[src/rtl/ecl_defines.svh]
`ifndef ECL_DEFINES_SVH
`define ECL_DEFINES_SVH
// =====================================================================
// characters
`define ECL_CH_SOM      8'h23
`define ECL_CH_CR       8'h0D
`define ECL_CH_LF       8'h0A
`define ECL_CH_ACK      8'h40
`define ECL_CH_NAK      8'h3F
// =====================================================================
// timing
`define ECL_CLK_HZ      40000000
`define ECL_MS_CYCLES   (`ECL_CLK_HZ / 1000)
`define ECL_MS_PER_S    1000
`define ECL_BITS_CHAR   10
`define ECL_ACK_CHARS   9
`define ECL_BAUD_MIN    1200
`define ECL_BAUD_MAX    38400
`define ECL_BAUD_RST    9600
// =====================================================================
// rf channel limits
`define ECL_CHAN_MAX    12'h118
`endif

[src/rtl/ecl_pkg.sv]
package ecl_pkg;
  typedef struct packed {
    logic       valid;
    logic [7:0] data;
  } ecl_char_type;

  typedef struct packed {
    logic        valid;
    logic        is_ack;
    logic        crc_ok;
    logic [7:0]  seq;
    logic [7:0]  code;
  } ecl_frame_type;

  typedef enum logic [3:0] {
    ECL_TX_IDLE = 4'b0001,
    ECL_TX_WAIT = 4'b0010,
    ECL_TX_CMD  = 4'b0100,
    ECL_TX_RESP = 4'b1000
  } ecl_tx_state_type;
endpackage

[src/rtl/ecl_link_engine.sv]
`timescale 1ns/100ps
`include "ecl_defines.svh"
// Function
// [RULE_01] set-RF-channel accepted only with hex argument 000 to 118.
// [RULE_02] well-formed illegal command or illegal data gets error response; code sets cmd_error only for set-RF-channel with a bad argument.
// [RULE_03] one timeout setting serves ack wait and receive bound; code keeps separate rx_to_ms and tx_to_ms.
// [RULE_04] receive timeout covers message length times char plus idle time.
// [RULE_05] baud rate configurable 1200 to 38400, timeouts scale with it.
// [RULE_06] ack timeout is nine char times plus error-check allowance.
// [RULE_07] new serial parameters: send completion, then apply at once.
// [RULE_08] host switches its parameters right after that transaction.
// [RULE_09] sender times out, declares logical NAK, retransmits until acked.
// [RULE_10] receiver drops partial message if end not seen before timeout.
// [RULE_11] second start char aborts message and restarts acquisition.
// [RULE_12] RF reading disabled in command mode.
// [RULE_13] illegal sequence digit: command dropped, ack treated as NAK.
// [RULE_14] mismatched ack sequence digit treated as NAK, retransmit.
// [RULE_15] bad CRC: command dropped silently, ack treated as NAK.
// [RULE_16] command during outstanding data: answer command, then resend.
// [RULE_17] host resends command or NAKs on bad sequence digit.
// [RULE_18] host resends command or NAKs on bad CRC.
// [RULE_19] host resends unanswered command with same sequence digit.
// [RULE_20] host ignores async message while sending a command.
// [RULE_21] host enables parity and keeps timing tight.
// [RULE_22] device async messages use even digits, advance only on ack.
// [RULE_23] host uses odd digits; device echoes command digit.
// [RULE_24] at-sign means ACK, question mark means NAK.
// [RULE_25] timeouts count a millisecond tick, reloaded on each start.
module ecl_link_engine
  import ecl_pkg::*;
#(
  parameter int MS_CYCLES = `ECL_MS_CYCLES
) (
  // clock and reset
  input  wire logic          clk,
  input  wire logic          reset_n,
  // receive character stream, one char per pulse
  input  wire ecl_char_type  rx_char,
  // crc verdict of the frame being closed, valid with its end char
  input  wire logic          rx_crc_ok,
  // configuration
  input  wire logic [15:0]   rx_idle_ms,
  input  wire logic [7:0]    rx_max_len,
  input  wire logic [7:0]    errchk_ms,
  input  wire logic [15:0]   new_baud,
  input  wire logic          new_baud_req,
  input  wire logic          cmd_mode,
  // async data message request from the queue
  input  wire logic          data_pending,
  // decoded command from the frame body
  output ecl_frame_type      cmd_frame,
  output logic               cmd_is_rf,
  output logic               cmd_error,
  output logic [11:0]        rf_channel,
  // transmit requests to the framer
  output logic               tx_data_go,
  output logic               tx_resp_go,
  output logic [7:0]         tx_seq,
  input  wire logic          tx_done,
  output logic               data_acked,
  // line and rf state
  output logic [15:0]        baud_rate,
  output logic               rf_enable
);
  initial begin
    if (MS_CYCLES < 2) $error("MS_CYCLES too small");
  end

  // ===================================================================
  // millisecond tick
  logic [31:0] tick_cnt_ff, nxt_tick_cnt;
  logic        ms_tick;
  always_comb begin
    ms_tick      = (tick_cnt_ff == 32'(MS_CYCLES - 1));
    nxt_tick_cnt = ms_tick ? 32'h0 : tick_cnt_ff + 32'h1;
  end
  always_ff @(posedge clk or negedge reset_n) begin
    if (!reset_n) tick_cnt_ff <= 32'h0;
    else tick_cnt_ff <= nxt_tick_cnt;
  end

  // ===================================================================
  // timeouts derived from baud rate
  logic [15:0] baud_ff, nxt_baud;
  logic [15:0] tchar_ms, rx_to_ms, tx_to_ms;
  always_comb begin
    tchar_ms = 16'((`ECL_MS_PER_S * `ECL_BITS_CHAR + 32'(baud_ff) - 1)
                   / 32'(baud_ff));  // [RULE_05]
    rx_to_ms = 16'(32'(rx_max_len) * (32'(tchar_ms) + 32'(rx_idle_ms)));
    // [RULE_04]
    tx_to_ms = 16'(`ECL_ACK_CHARS * 32'(tchar_ms) + 32'(errchk_ms));
    // [RULE_06]
  end

  // ===================================================================
  // receiver
  logic        in_msg_ff, nxt_in_msg;
  logic [7:0]  pos_ff, nxt_pos;
  logic [15:0] rx_to_ff, nxt_rx_to;
  logic [7:0]  seq_ff, nxt_seq, code_ff, nxt_code;
  logic [11:0] arg_ff, nxt_arg;
  logic        arg_bad_ff, nxt_arg_bad;
  logic [7:0]  cmd_tag_ff [2];
  logic [7:0]  nxt_cmd_tag [2];
  logic        frame_end, is_hex;
  logic [3:0]  hex_val;
  logic [7:0]  c;
  always_comb begin
    c = rx_char.data;
    is_hex = 1'b1;
    hex_val = 4'h0;
    if (c >= 8'h30 && c <= 8'h39) hex_val = 4'(c - 8'h30);
    else if (c >= 8'h41 && c <= 8'h46) hex_val = 4'(c - 8'h37);
    else is_hex = 1'b0;
    nxt_in_msg = in_msg_ff;
    nxt_pos = pos_ff;
    nxt_rx_to = rx_to_ff;
    nxt_seq = seq_ff;
    nxt_code = code_ff;
    nxt_arg = arg_ff;
    nxt_arg_bad = arg_bad_ff;
    nxt_cmd_tag = cmd_tag_ff;
    frame_end = 1'b0;
    if (in_msg_ff && ms_tick) begin
      if (rx_to_ff == 16'h0) nxt_in_msg = 1'b0;  // [RULE_10]
      else nxt_rx_to = rx_to_ff - 16'h1;
    end
    if (rx_char.valid) begin
      if (c == `ECL_CH_SOM) begin
        nxt_in_msg = 1'b1;  // [RULE_11]
        nxt_pos = 8'h0;
        nxt_rx_to = rx_to_ms;  // [RULE_03] [RULE_25]
        nxt_arg = 12'h0;
        nxt_arg_bad = 1'b0;
      end else if (in_msg_ff) begin
        if (c == `ECL_CH_CR) begin
          nxt_in_msg = 1'b0;
          frame_end = 1'b1;
        end else begin
          nxt_pos = pos_ff + 8'h1;
          case (pos_ff)
            8'h0: nxt_seq = c;
            8'h1: nxt_code = c;
            8'h2, 8'h3: nxt_cmd_tag[pos_ff[0]] = c;
            8'h4, 8'h5, 8'h6: begin
              nxt_arg = {arg_ff[7:0], hex_val};
              if (!is_hex) nxt_arg_bad = 1'b1;
            end
            default: nxt_arg_bad = 1'b1;
          endcase
        end
      end
    end
  end
  always_ff @(posedge clk or negedge reset_n) begin
    if (!reset_n) begin
      in_msg_ff <= 1'b0;
      pos_ff <= 8'h0;
      rx_to_ff <= 16'h0;
      seq_ff <= 8'h0;
      code_ff <= 8'h0;
      arg_ff <= 12'h0;
      arg_bad_ff <= 1'b0;
      cmd_tag_ff <= '{default: 8'h0};
    end else begin
      in_msg_ff <= nxt_in_msg;
      pos_ff <= nxt_pos;
      rx_to_ff <= nxt_rx_to;
      seq_ff <= nxt_seq;
      code_ff <= nxt_code;
      arg_ff <= nxt_arg;
      arg_bad_ff <= nxt_arg_bad;
      cmd_tag_ff <= nxt_cmd_tag;
    end
  end

  // ===================================================================
  // frame classification
  logic seq_hex, seq_odd, is_ack_fr, rf_cmd, rf_ok;
  always_comb begin
    seq_hex = (seq_ff >= 8'h30 && seq_ff <= 8'h39) ||
              (seq_ff >= 8'h41 && seq_ff <= 8'h46);
    seq_odd = seq_ff[0];
    is_ack_fr = (code_ff == `ECL_CH_ACK || code_ff == `ECL_CH_NAK) &&
                pos_ff == 8'h2;
    rf_cmd = code_ff == 8'h36 && cmd_tag_ff[0] == 8'h34 &&
             cmd_tag_ff[1] == 8'h37;
    rf_ok = pos_ff == 8'h7 && !arg_bad_ff && arg_ff <= `ECL_CHAN_MAX;
    // [RULE_01]
  end

  // ===================================================================
  // transmit / ack state machine
  ecl_tx_state_type st_ff, nxt_st, ret_st_ff, nxt_ret_st;
  logic [15:0] tx_to_ff, nxt_tx_to;
  logic [3:0]  dseq_ff, nxt_dseq;
  logic [7:0]  rseq_ff, nxt_rseq;
  logic        err_ff, nxt_err, isrf_ff, nxt_isrf;
  logic [11:0] chan_ff, nxt_chan;
  logic        baud_req_ff, nxt_baud_req, acked;
  logic [15:0] pend_baud_ff, nxt_pend_baud;
  logic        good_cmd;
  always_comb begin
    nxt_st = st_ff;
    nxt_ret_st = ret_st_ff;
    nxt_tx_to = tx_to_ff;
    nxt_dseq = dseq_ff;
    nxt_rseq = rseq_ff;
    nxt_err = err_ff;
    nxt_isrf = isrf_ff;
    nxt_chan = chan_ff;
    nxt_baud = baud_ff;
    nxt_baud_req = baud_req_ff | new_baud_req;
    nxt_pend_baud = new_baud_req ? new_baud : pend_baud_ff;
    acked = 1'b0;
    good_cmd = frame_end && rx_crc_ok && seq_hex && !is_ack_fr;
    // [RULE_13] [RULE_15]
    case (st_ff)
      ECL_TX_IDLE: if (data_pending) begin
        nxt_st = ECL_TX_WAIT;
        nxt_tx_to = tx_to_ms;  // [RULE_25]
      end
      ECL_TX_WAIT: begin
        if (ms_tick) begin
          if (tx_to_ff == 16'h0) nxt_tx_to = tx_to_ms;  // [RULE_09]
          else nxt_tx_to = tx_to_ff - 16'h1;
        end
        if (frame_end && is_ack_fr) begin
          if (rx_crc_ok && seq_hex && code_ff == `ECL_CH_ACK &&
              hex_of(seq_ff) == dseq_ff) begin  // [RULE_14] [RULE_24]
            acked = 1'b1;
            nxt_dseq = dseq_ff + 4'h2;  // [RULE_22]
            nxt_st = ECL_TX_IDLE;
          end else begin
            nxt_tx_to = tx_to_ms;  // [RULE_13] [RULE_14] [RULE_15]
          end
        end
      end
      ECL_TX_CMD: if (tx_done) nxt_st = ECL_TX_RESP;
      ECL_TX_RESP: begin
        nxt_st = ret_st_ff;
        nxt_tx_to = tx_to_ms;  // [RULE_16]
        if (baud_req_ff) begin
          nxt_baud = pend_baud_ff;  // [RULE_07]
          nxt_baud_req = 1'b0;
        end
      end
      default: nxt_st = ECL_TX_IDLE;
    endcase
    if (good_cmd && st_ff != ECL_TX_CMD && st_ff != ECL_TX_RESP) begin
      nxt_ret_st = (st_ff == ECL_TX_WAIT) ? ECL_TX_WAIT : ECL_TX_IDLE;
      nxt_st = ECL_TX_CMD;
      nxt_rseq = seq_ff;  // [RULE_23]
      nxt_isrf = rf_cmd;
      nxt_err = rf_cmd && !rf_ok;  // [RULE_02]
      if (rf_cmd && rf_ok) nxt_chan = arg_ff;
    end
  end
  function automatic logic [3:0] hex_of(input logic [7:0] ch);
    hex_of = (ch <= 8'h39) ? 4'(ch - 8'h30) : 4'(ch - 8'h37);
  endfunction
  always_ff @(posedge clk or negedge reset_n) begin
    if (!reset_n) begin
      st_ff <= ECL_TX_IDLE;
      ret_st_ff <= ECL_TX_IDLE;
      tx_to_ff <= 16'h0;
      dseq_ff <= 4'h0;
      rseq_ff <= 8'h0;
      err_ff <= 1'b0;
      isrf_ff <= 1'b0;
      chan_ff <= 12'h0;
      baud_ff <= 16'(`ECL_BAUD_RST);
      baud_req_ff <= 1'b0;
      pend_baud_ff <= 16'(`ECL_BAUD_RST);
    end else begin
      st_ff <= nxt_st;
      ret_st_ff <= nxt_ret_st;
      tx_to_ff <= nxt_tx_to;
      dseq_ff <= nxt_dseq;
      rseq_ff <= nxt_rseq;
      err_ff <= nxt_err;
      isrf_ff <= nxt_isrf;
      chan_ff <= nxt_chan;
      baud_ff <= nxt_baud;
      baud_req_ff <= nxt_baud_req;
      pend_baud_ff <= nxt_pend_baud;
    end
  end

  // ===================================================================
  // outputs
  logic resend;
  always_comb begin
    resend = st_ff == ECL_TX_WAIT && ((ms_tick && tx_to_ff == 16'h0) ||
             (frame_end && is_ack_fr && !acked));
    tx_data_go = (st_ff == ECL_TX_IDLE && data_pending && !good_cmd) ||
                 (resend && !good_cmd);  // [RULE_09] [RULE_16]
    tx_resp_go = st_ff == ECL_TX_CMD;
    tx_seq = (st_ff == ECL_TX_CMD) ? rseq_ff :
             ((dseq_ff <= 4'h9) ? 8'h30 + 8'(dseq_ff)
                                : 8'h37 + 8'(dseq_ff));
    data_acked = acked;
    cmd_frame = '{valid: st_ff == ECL_TX_CMD, is_ack: 1'b0,
                  crc_ok: 1'b1, seq: rseq_ff, code: code_ff};
    cmd_is_rf = isrf_ff;
    cmd_error = err_ff;
    rf_channel = chan_ff;
    baud_rate = baud_ff;
    rf_enable = !cmd_mode;  // [RULE_12]
  end

  // ===================================================================
  // checks
  property p_rf_off;  // [RULE_12]
    @(posedge clk) disable iff (!reset_n) cmd_mode |-> !rf_enable;
  endproperty
  a_rf_off: assert property (p_rf_off) else $error("rf on in cmd mode");
  property p_even_seq;  // [RULE_22]
    @(posedge clk) disable iff (!reset_n) dseq_ff[0] == 1'b0;
  endproperty
  a_even_seq: assert property (p_even_seq) else $error("odd data seq");
  property p_ack_adv;  // [RULE_22]
    @(posedge clk) disable iff (!reset_n)
      data_acked |=> dseq_ff == $past(dseq_ff) + 4'h2;
  endproperty
  a_ack_adv: assert property (p_ack_adv) else $error("seq not advanced");
  property p_no_adv;  // [RULE_14]
    @(posedge clk) disable iff (!reset_n)
      !data_acked |=> $stable(dseq_ff);
  endproperty
  a_no_adv: assert property (p_no_adv) else $error("seq moved w/o ack");
  property p_bad_drop;  // [RULE_15]
    @(posedge clk) disable iff (!reset_n)
      (st_ff == ECL_TX_IDLE && frame_end && !rx_crc_ok) |=> !tx_resp_go;
  endproperty
  a_bad_drop: assert property (p_bad_drop) else $error("reply to bad crc");
  property p_echo;  // [RULE_23]
    @(posedge clk) disable iff (!reset_n) tx_resp_go |-> tx_seq == rseq_ff;
  endproperty
  a_echo: assert property (p_echo) else $error("seq not echoed");
  property p_rf_range;  // [RULE_01]
    @(posedge clk) disable iff (!reset_n) rf_channel <= `ECL_CHAN_MAX;
  endproperty
  a_rf_range: assert property (p_rf_range) else $error("channel range");
  property p_baud_after;  // [RULE_07]
    @(posedge clk) disable iff (!reset_n)
      st_ff != ECL_TX_RESP |=> $stable(baud_rate);
  endproperty
  a_baud_after: assert property (p_baud_after) else $error("early baud");
endmodule

[config.mk]
export PLATFORM = sky130hd
export DESIGN_NAME = ecl_link_engine
export DESIGN_NICKNAME = d
export VERILOG_FILES = /design/src/rtl/ecl_pkg.sv /design/src/rtl/ecl_link_engine.sv
export VERILOG_INCLUDE_DIRS = /design/src /design/src/rtl
export SDC_FILE = /design/constraint.sdc
export NUM_CORES = 1
export LEC_CHECK = 0
export ABC_CLOCK_PERIOD_IN_PS = 95400
export BUFFER_PORTS_ARGS = -buffer_cell sky130_fd_sc_hd__buf_2
export CORE_MARGIN = 2
export CORE_UTILIZATION = 35
export CTS_CLUSTER_SIZE = 14
export DETAILED_ROUTE_END_ITERATION = 12
export GPL_TIMING_DRIVEN = 0
export PLACE_DENSITY = 0.54
export SLEW_MARGIN = 10
export SYNTH_ARGS = -nofsm -noshare
export SYNTH_HDL_FRONTEND = slang
export SYNTH_SLANG_ARGS = --single-unit
[constraint.sdc]
create_clock -name clk -period 95.4 [get_ports clk]
set_input_delay 4.77 -clock clk [delete_from_list [all_inputs] [get_ports clk]]
set_output_delay 4.77 -clock clk [all_outputs]
set_load 0.03 [all_outputs]
# After elaboration in Yosys (flattened, before gate mapping)
# Index checks and enable logic that the tools add are counted.
[totals]
register_bits = 185
latchBits = 0
ram_bits = 0
mem_bits_ro = 0
output_inout_bits = 61
elab_cells = 198
n_memories = 0
[op_classes]
addsub = 15
multipliers = 2
div = 1
magnitude_cmp = 12
n_eq_ne = 30
shift = 0
muxes = 55
n_bitwise = 4
n_reduce_logical = 58
[ops]
columns = ["cell", "count"]
rows = [
  ["$mux W16", 9],
  ["$mux W12", 4],
  ["$pmux W16 S3", 1],
  ["$eq A8 B6 Y1 const B", 5],
  ["$mux W8", 5],
  ["$add A32 B1 Y32 const B", 1],
  ["$div A32 B16 Y32", 1],
  ["$eq A32 B16 Y1 const B", 1],
  ["$eq A8 B3 Y1 const B", 4],
  ["$logic_not A16 Y1", 2],
  ["$mux W32", 1],
  ["$mux W4", 8],
  ["$sub A16 B1 Y16 const B", 2],
  ["$logic_and A1 B1 Y1", 28],
  ["$mux W1", 21],
  ["$reduce_and A5 Y1", 4],
  ["$sub A17 B1 Y18 const B", 1],
  ["$add A14 B16 Y17 const A", 1],
  ["$add A16 B16 Y17", 1],
  ["$mul A8 B17 Y16", 1],
  ["$add A16 B8 Y16", 1],
  ["$bwmux W16", 1],
  ["$eq A8 B2 Y1 const B", 2],
  ["$ge A8 B6 Y1 const B", 2],
  ["46 further kinds", 70],
]

# Longest topological paths before layout
# Gate-level depths: netlist of run 1.
[logic_depth]
depth_word = 15
ltp_mapped = 514
depth_no_buf = 477

# Worst setup path before layout of run 1
# OpenSTA, ideal clock, no wires.
[synth_timing]
kind = "reg-to-reg"
startpoint = "register baud_ff[12] (netlist: baud_rate[12])"
endpoint = "register rx_to_ff[15]"
arrival_time_ns = 96.331
required_ns = 95.265
path_slack_ns = -1.066
stages_incl_launch_ff = 498
period_less_slack_ns = 96.466
cell_sequence = "dfrtp_1 > or4_1 > buf_2 > nor3_2 > nand3_1 > buf_2 > nor3_1 > ha_1 > o21a_1 > nor4_1 > and3_1 > ha_1 > nand2b_1 > or4_1 > o211ai_1 > nor2_1 > ha_1 > o21a_1 > [... 462 more ...] > inv_1 > fa_1 > inv_1 > ha_1 > inv_1 > o21bai_1 > a21oi_1 > o21bai_1 > a21o_1 > a21oi_1 > xor2_1 > xnor2_1 > xnor2_1 > xnor2_1 > xnor2_1 > xnor2_1 > xnor2_1 > o21ai_0"
[synth_between]
elab_chain_len = 7
[synth_rtl]
columns = ["element", "line_no", "rtl"]
rows = [
  ["start: declaration", "ecl_link_engine.sv:84", "logic [15:0] baud_ff, nxt_baud;"],
  ["start signal: assignment", "ecl_link_engine.sv:272", "baud_ff <= 16'(`ECL_BAUD_RST);"],
  ["start signal: assignment", "ecl_link_engine.sv:284", "baud_ff <= nxt_baud;"],
  ["$add A14 B16 Y17 (no source line)", "--", ""],
  ["$sub A17 B1 Y18 (no source line)", "--", ""],
  ["$div A32 B16 Y32 *", "ecl_link_engine.sv:87", "tchar_ms = 16'((`ECL_MS_PER_S * `ECL_BITS_CHAR + 32'(baud_ff) - 1)"],
  ["$add A16 B16 Y17 *", "ecl_link_engine.sv:89", "rx_to_ms = 16'(32'(rx_max_len) * (32'(tchar_ms) + 32'(rx_idle_ms)));"],
  ["$mul A8 B17 Y16 *", "ecl_link_engine.sv:89", ""],
  ["$mux W16 *", "ecl_link_engine.sv:129", "if (c == `ECL_CH_SOM) begin"],
  ["$mux W16 *", "ecl_link_engine.sv:128", "if (rx_char.valid) begin"],
  ["net nxt_rx_to[15]", "ecl_link_engine.sv:99", "logic [15:0] rx_to_ff, nxt_rx_to;"],
  ["end signal: assignment", "ecl_link_engine.sv:168", "rx_to_ff <= nxt_rx_to;"],
  ["end: declaration", "ecl_link_engine.sv:99", ""],
]
# The timed path passes the listed nets; every way through them passes the cells marked *.
# A chain may end at the register's enable or synchronous reset.

# Final worst setup path of run 1
# Same ends and word-level chain as after synthesis.

==> reports/summary.txt, run 1 <==
area grow syn2layout: 24.1%
unique cell type count in the Yosys netlist: 128
period utilisation layout: 0.964
CP max stage cell: fa_1
dpl cells: 6,163
Worst Setup Start Kind: register
flops & latches, synth: 182
drt first pass iters: 6
nets@finish: 5,713
I/O Buffers: 120
cells after synthesis: 4,649
core box area: 102,000 sq um
clock-pin slew on the worst setup and hold paths: 90 ps
Die X-Extent: 325 um
crit-path most repeated cell: o21a_1
Synth async-reset ratio: 1.00
clock root buffer: clkbuf_16
Post-synth top flop: dfrtp_1
initial antenna violation count: 1
Hold Vio Cnt, Final: 0
pin count of the biggest net entering global routing: 101
initial core utilization: 0.354
CTS tree: done
wire per inst: 17.9 um
crit path time final: 91,960 ps
vias: 36.5k
fmax: 10.9 MHz
Met1 Routed Length: 57.5 mm
Worst-Margin Slew: 1170 ps
Routed met2 length: 52.6 mm
chip height: 325 um
CTS sink cnt: 182
Setup Skew: 22.3 ps
clk_lat worst skew: 520 ps
# DRC: 0
top sig layer: met4
Yosys Warn Count: 0
initial drt markers: 2,235
CP Data Arrival Time: 92,330 ps
fin cells: 6,477
final-report max-slew violation count: 0
via/cell ratio: 5.64
Detailed Place HPWL: 87.7 mm
Diodes inserted: 0
Routed WL: 116 mm
GRT Total Usage: 0.208
full die area: 106,000 sq um
final setup fails: 0
H-tree depth: 4
max incr delay on CP: 560 ps
max_slew headroom: 0.215
Min-Delay Path Class: register to register
Row Count: 117
Setup CP Type: register to register
Max Cap Violations: 0
status: finished, final reports clean
crit-path max FO: 14
Longest Clk Path Bufs: 2
gpl congestion: 0.867
synthesized area: 36,000 sq um
routed wl met3: 4.22 mm
Worst EP required: 95,770 ps
TritonCTS Buffers: 17
Seq/Total Area, Yosys: 0.127
GRT Residual Overflow: 0
Post-synth EDFFs: 0
layout cell share with drive strength beyond 1: 0.231
vias in the first global route: 34.0k
Post-Syn Area per Cell: 7.75 sq um
Final ANT Viol Nets: 0
io pins: 125
global-route wire length before repair: 182 mm
endpoint class of the critical path: register
-- cells in the mapped netlist, drive strengths merged (45+ instances only) --
library cell  number  area, sq um
nor2             400         1510
a21oi            306         1540
dfrtp            172         4300
nand3            101          516
and2             106          663
o31ai            111          843
xnor2            210         1840
inv              240          903
mux2             143         1620
o21ai            202         1030
clkbuf            89          334
a21o             104          781
o21a             202         1520
nand2b            60          385
fa                66         1320
xor2             103          902
a31oi             60          390
nand2            440         1650
nor4              56          378
nor2b             49          307
nor3             246         1310
or2               54          338
nand4             45          288
ha               487         6090
-- per-layer routing --
metal  up-vias  track usage
met2       699        0.337
met5         -            0
met3        91       0.0178
li1      18100            -
met4         0       0.0336
met1     17600        0.302
-- sequential cells by signal (all words and copies together), names as in the netlist, 2 cells and up --
signal        count
rseq_ff           8
tick_cnt_ff      32
st_ff             4
arg_ff           12
rf_channel       12
tx_to_ff         16
cmd_tag_ff       16
dseq_ff           3
seq_ff            8
baud_rate        16
code_ff           8
pos_ff            8
ret_st_ff         2
pend_baud_ff     16
rx_to_ff         16
-- layout make-up --
class,count,area [sq um]
inverter,240,938
multi-input combinational,4123,32800
fill,10300,57200
timing repair buffer,427,3130
clock buffer,17,425
tap,1368,1710
sequential,182,4570
clock inverter,15,238
buffer,105,922
-- what timing repair did --
item | CTS | global route
cloned | 0 | 5
hold buffers | 0 | 0
setup endpoints to repair | 32 | 32
gates resized for setup | 370 | 379
pin swaps | 90 | 254
buffers inserted | 111 | 180
-- cell usage in the layout (no fill, tap or decap), drive strengths merged, types with 42 or more instances in the layout --
| master | instances |
|---|---|
| a21oi | 306 |
| o31ai | 111 |
| nor2b | 49 |
| ha | 487 |
| nor3 | 246 |
| nand3 | 101 |
| xor2 | 103 |
| fa | 66 |
| o21ai | 202 |
| nand2 | 440 |
| or2 | 54 |
| and2 | 106 |
| a21o | 105 |
| nor4 | 56 |
| xnor2 | 210 |
| o21a | 202 |
| a31oi | 60 |
| nand2b | 60 |
| inv | 248 |
| dfrtp | 172 |
| or3 | 42 |
| clkbuf | 76 |
| nand4 | 45 |
| mux2 | 143 |
| buf | 473 |
| nor2 | 400 |
-- worst paths after layout --
kind,startpoint,depth (start not counted),end,slack (ps)
max in group asynchronous,reset_n,2,ret_st_ff[0],90240
worst max register to register,baud_rate[12],501,rx_to_ff[15],3440
worst max-delay path,baud_rate[12],501,rx_to_ff[15],3440
worst min-delay path,tick_cnt_ff[4],1,tick_cnt_ff[4],480
worst min register to register,tick_cnt_ff[4],1,tick_cnt_ff[4],480
min in group asynchronous,reset_n,1,cmd_tag_ff[10],4190
-- worst max-delay path: cells and delay by family (launching register included) --
| kind | cells | cell delay (ps) |
|---|---|---|
| XOR/XNOR | 10 | 1790 |
| AO/OA/AOI/OAI | 276 | 50850 |
| flip-flops | 1 | 420 |
| adder cells (fa/ha/maj) | 38 | 11580 |
| buffers and inverters | 61 | 7700 |
| multiplexers | 5 | 1250 |
| AND/OR/NAND/NOR | 111 | 18080 |
-- cells by family (layout without fill, tap and decap cells) --
group,after synthesis,in the layout,synth area share
simple gates,1705,1705,0.235
fa+ha+maj,554,554,0.206
mux,175,175,0.0546
other cells,2,16,0.000208
buf+inv,359,804,0.0389
flops,182,182,0.127
xor+xnor,313,313,0.0761
compound gates,1359,1360,0.263
-- metrics by stage --
stage / setup TNS (ps) / worst slack [ps] / util / area (sq um) / hold WS [ps]
floorplan: 0 / 51.2 / - / 36100 / 439
global placement: -542230 / -20690 / 0.377 / 38400 / 461
detailed placement: -550390 / -20970 / 0.380 / 38700 / 462
CTS: 0 / 3.62 / 0.409 / 41700 / 480
global route: -758 / -752 / 0.439 / 44700 / 493
finish: 0 / 3440 / 0.439 / 44700 / 476
Power of run 1 is not shown: default switching activity piles up to over one toggle a cycle in this logic, so the estimate is an artifact.
==> run 2, diff against run 1 <==
- CORE_UTILIZATION: 35 -> 40
- PLACE_DENSITY: 0.54 -> 0.6
==> reports/summary.txt, run 2 (same netlist as run 1, synthesis figures left out) <==
status: finished, final reports clean
Setup CP Type: register to register
wire per inst: 18.8 um (+5.2%)
met2 usage: 0.387 (+0.0501)
CP max stage cell: or4_4
RR Startpoint: baud_rate[12]
Hold Vio Cnt, Final: 0 (unchanged)
Worst EP required: 95,760 ps (about the same)
Detailed Place HPWL: 88.6 mm (+0.94%)
reg2reg path depth: 493 (-1.6%)
CP Data Arrival Time: 91,810 ps (-520 ps)
CTS tree: done
Min-Delay Path Class: register to register
met1 Resource Use GR: 0.341 (+0.0389)
hold buffer count at cts: 0 (unchanged)
reg2reg setup slack: 3940 ps (+500 ps)
pin count of the biggest net entering global routing: 100 (-0.99%)
Worst Setup Start Kind: register
Final Cell Area: 43,800 sq um (-2.0%)
clk_lat worst skew: 500 ps (-20 ps)
GRT Residual Overflow: 0 (unchanged)
CTS sink cnt: 182 (unchanged)
io pins: 125 (unchanged)
commonest non-fill, non-tap cell in the layout: ha_1
reg-to-reg critical path endpoint: rx_to_ff[15]
period utilisation layout: 0.959 (-0.00527)
Largest register FFs: 32 (unchanged)
initial core utilization: 0.402 (+0.0485)
DP Area: 38,500 sq um (-0.58%)
via/cell ratio: 5.90 (+4.7%)
Setup Skew: 17.8 ps (-4.53 ps)
max_slew headroom: 0.128 (-0.0864)
Diodes inserted: 0 (unchanged)
endpoint class of the critical path: register
Row Count: 110 (-6.0%)
nets@finish: 5,653 (-1.1%)
Largest Register: tick_cnt_ff
initial drt markers: 2,671 (+20%)
gpl congestion: 0.939 (+8.2%)
worst hold path stage count: 1 (unchanged)
crit path time final: 91,460 ps (-503 ps)
I/O Buffers: 120 (unchanged)
Reg area: 4570 sq um (about the same)
GRT busiest layer: met2
area grow syn2layout: 21.6%
max incr delay on CP: 540 ps (-20 ps)
full die area: 92,500 sq um (-12%)
hold_ws: 473 ps (-3.84 ps)
Final ANT Viol Nets: 0 (unchanged)
Max Cap Violations: 0 (unchanged)
final setup fails: 0 (unchanged)
chip height: 304 um (-6.4%)
# DRC: 0 (unchanged)
most frequent cells in the layout: 443 x ha_1, 424 x nand2_1, 365 x nor2_1, 235 x buf_4, 233 x a21oi_1
core box area: 89,600 sq um (-12%)
Top delay family on crit path: compound AO/OA/AOI/OAI gates
GRT Total Usage: 0.240 (+0.0322)
Die X-Extent: 304 um (-6.4%)
vias: 36.8k (+0.63%)
global-route wire length before repair: 182 mm (-0.20%)
multi-input logic area: 32,600 sq um (-0.54%)
TritonCTS Buffers: 17 (unchanged)
Buf/Inv on CP: 57 (-6.6%)
clock-pin slew on the worst setup and hold paths: 90 ps (about the same)
Routed WL: 117 mm (+1.1%)
drt first pass iters: 7 (+1)
met3 Use GR: 0.0280 (+0.0102)
initial antenna violation count: 2 (+1)
hold_sp: tick_cnt_ff[31]
Filler Cell Count: 8,696 (-16%)
vias in the first global route: 33.8k (-0.56%)
crit-path most repeated cell: o21a_1
final-report max-slew violation count: 0 (unchanged)
Worst-Margin Slew: 1300 ps (+129 ps)
fmax: 10.9 MHz (+0.55%)
Sum Neg Setup Slack: 0 ps (unchanged)
crit-path max FO: 14 (unchanged)
Longest Clk Path Bufs: 2 (unchanged)
clock root buffer: clkbuf_16
Hold Path End: tick_cnt_ff[31]
H-tree depth: 4 (unchanged)
layout cell share with drive strength beyond 1: 0.219 (-0.0121)
## run 2: cell types whose count changed in the layout (fill, tap and decap cells not counted), sizes merged
cell / before / now
clkbuf: 76 / 75
a21o: 105 / 104
inv: 248 / 250
clkinv: 7 / 5
buf: 473 / 415
## run 2: worst max path at each step
stage                  startpoint            to  slack, ps  depth (start not counted)
floorplan           baud_rate[12]  rx_to_ff[15]         50                        497
global placement     baud_rate[0]  rx_to_ff[15]     -19460                        492
detailed placement   baud_rate[0]  rx_to_ff[15]     -18950                        496
CTS                 baud_rate[13]  rx_to_ff[15]        0.8                        503
global route        baud_rate[12]  rx_to_ff[15]       -800                        500
finish              baud_rate[12]  rx_to_ff[15]       3940                        493
## run 2: routing by layer
metal	share of wire	vias up
li1	-	18000
met1	0.47	17700
met2	0.45	897
met3	0.051	144
met4	0.022	0
met5	0	-
## run 2: metrics by stage
step / utilization / setup slack, ps / std cells
3_5_place_dp: 0.429 / -18950 / 5971
5_1_grt: 0.489 / -796 / 6225
3_3_place_gp: 0.426 / -19460 / 5959
6_report: 0.489 / 3940 / 6225
2_1_floorplan: - / 51.2 / 4663
4_1_cts: 0.459 / 0.796 / 6085
## run 2: timing repair
item                       4_1_cts  5_1_grt
resized for setup              334      361
buffers inserted                91      140
pin swaps                       71      178
cloned                           0        4
setup endpoints to repair       32       32
## run 2: cell type report
cell class | instances | share of cell area
Buffer | 106 | 0.0199
Clock inverter | 15 | 0.00531
Tap cell | 1176 | 0.0336
Clock buffer | 17 | 0.00971
Multi-Input combinational cell | 4122 | 0.744
Timing Repair Buffer | 367 | 0.0613
Sequential cell | 182 | 0.104
Inverter | 240 | 0.0216
Power of run 2 is left out for the same reason.
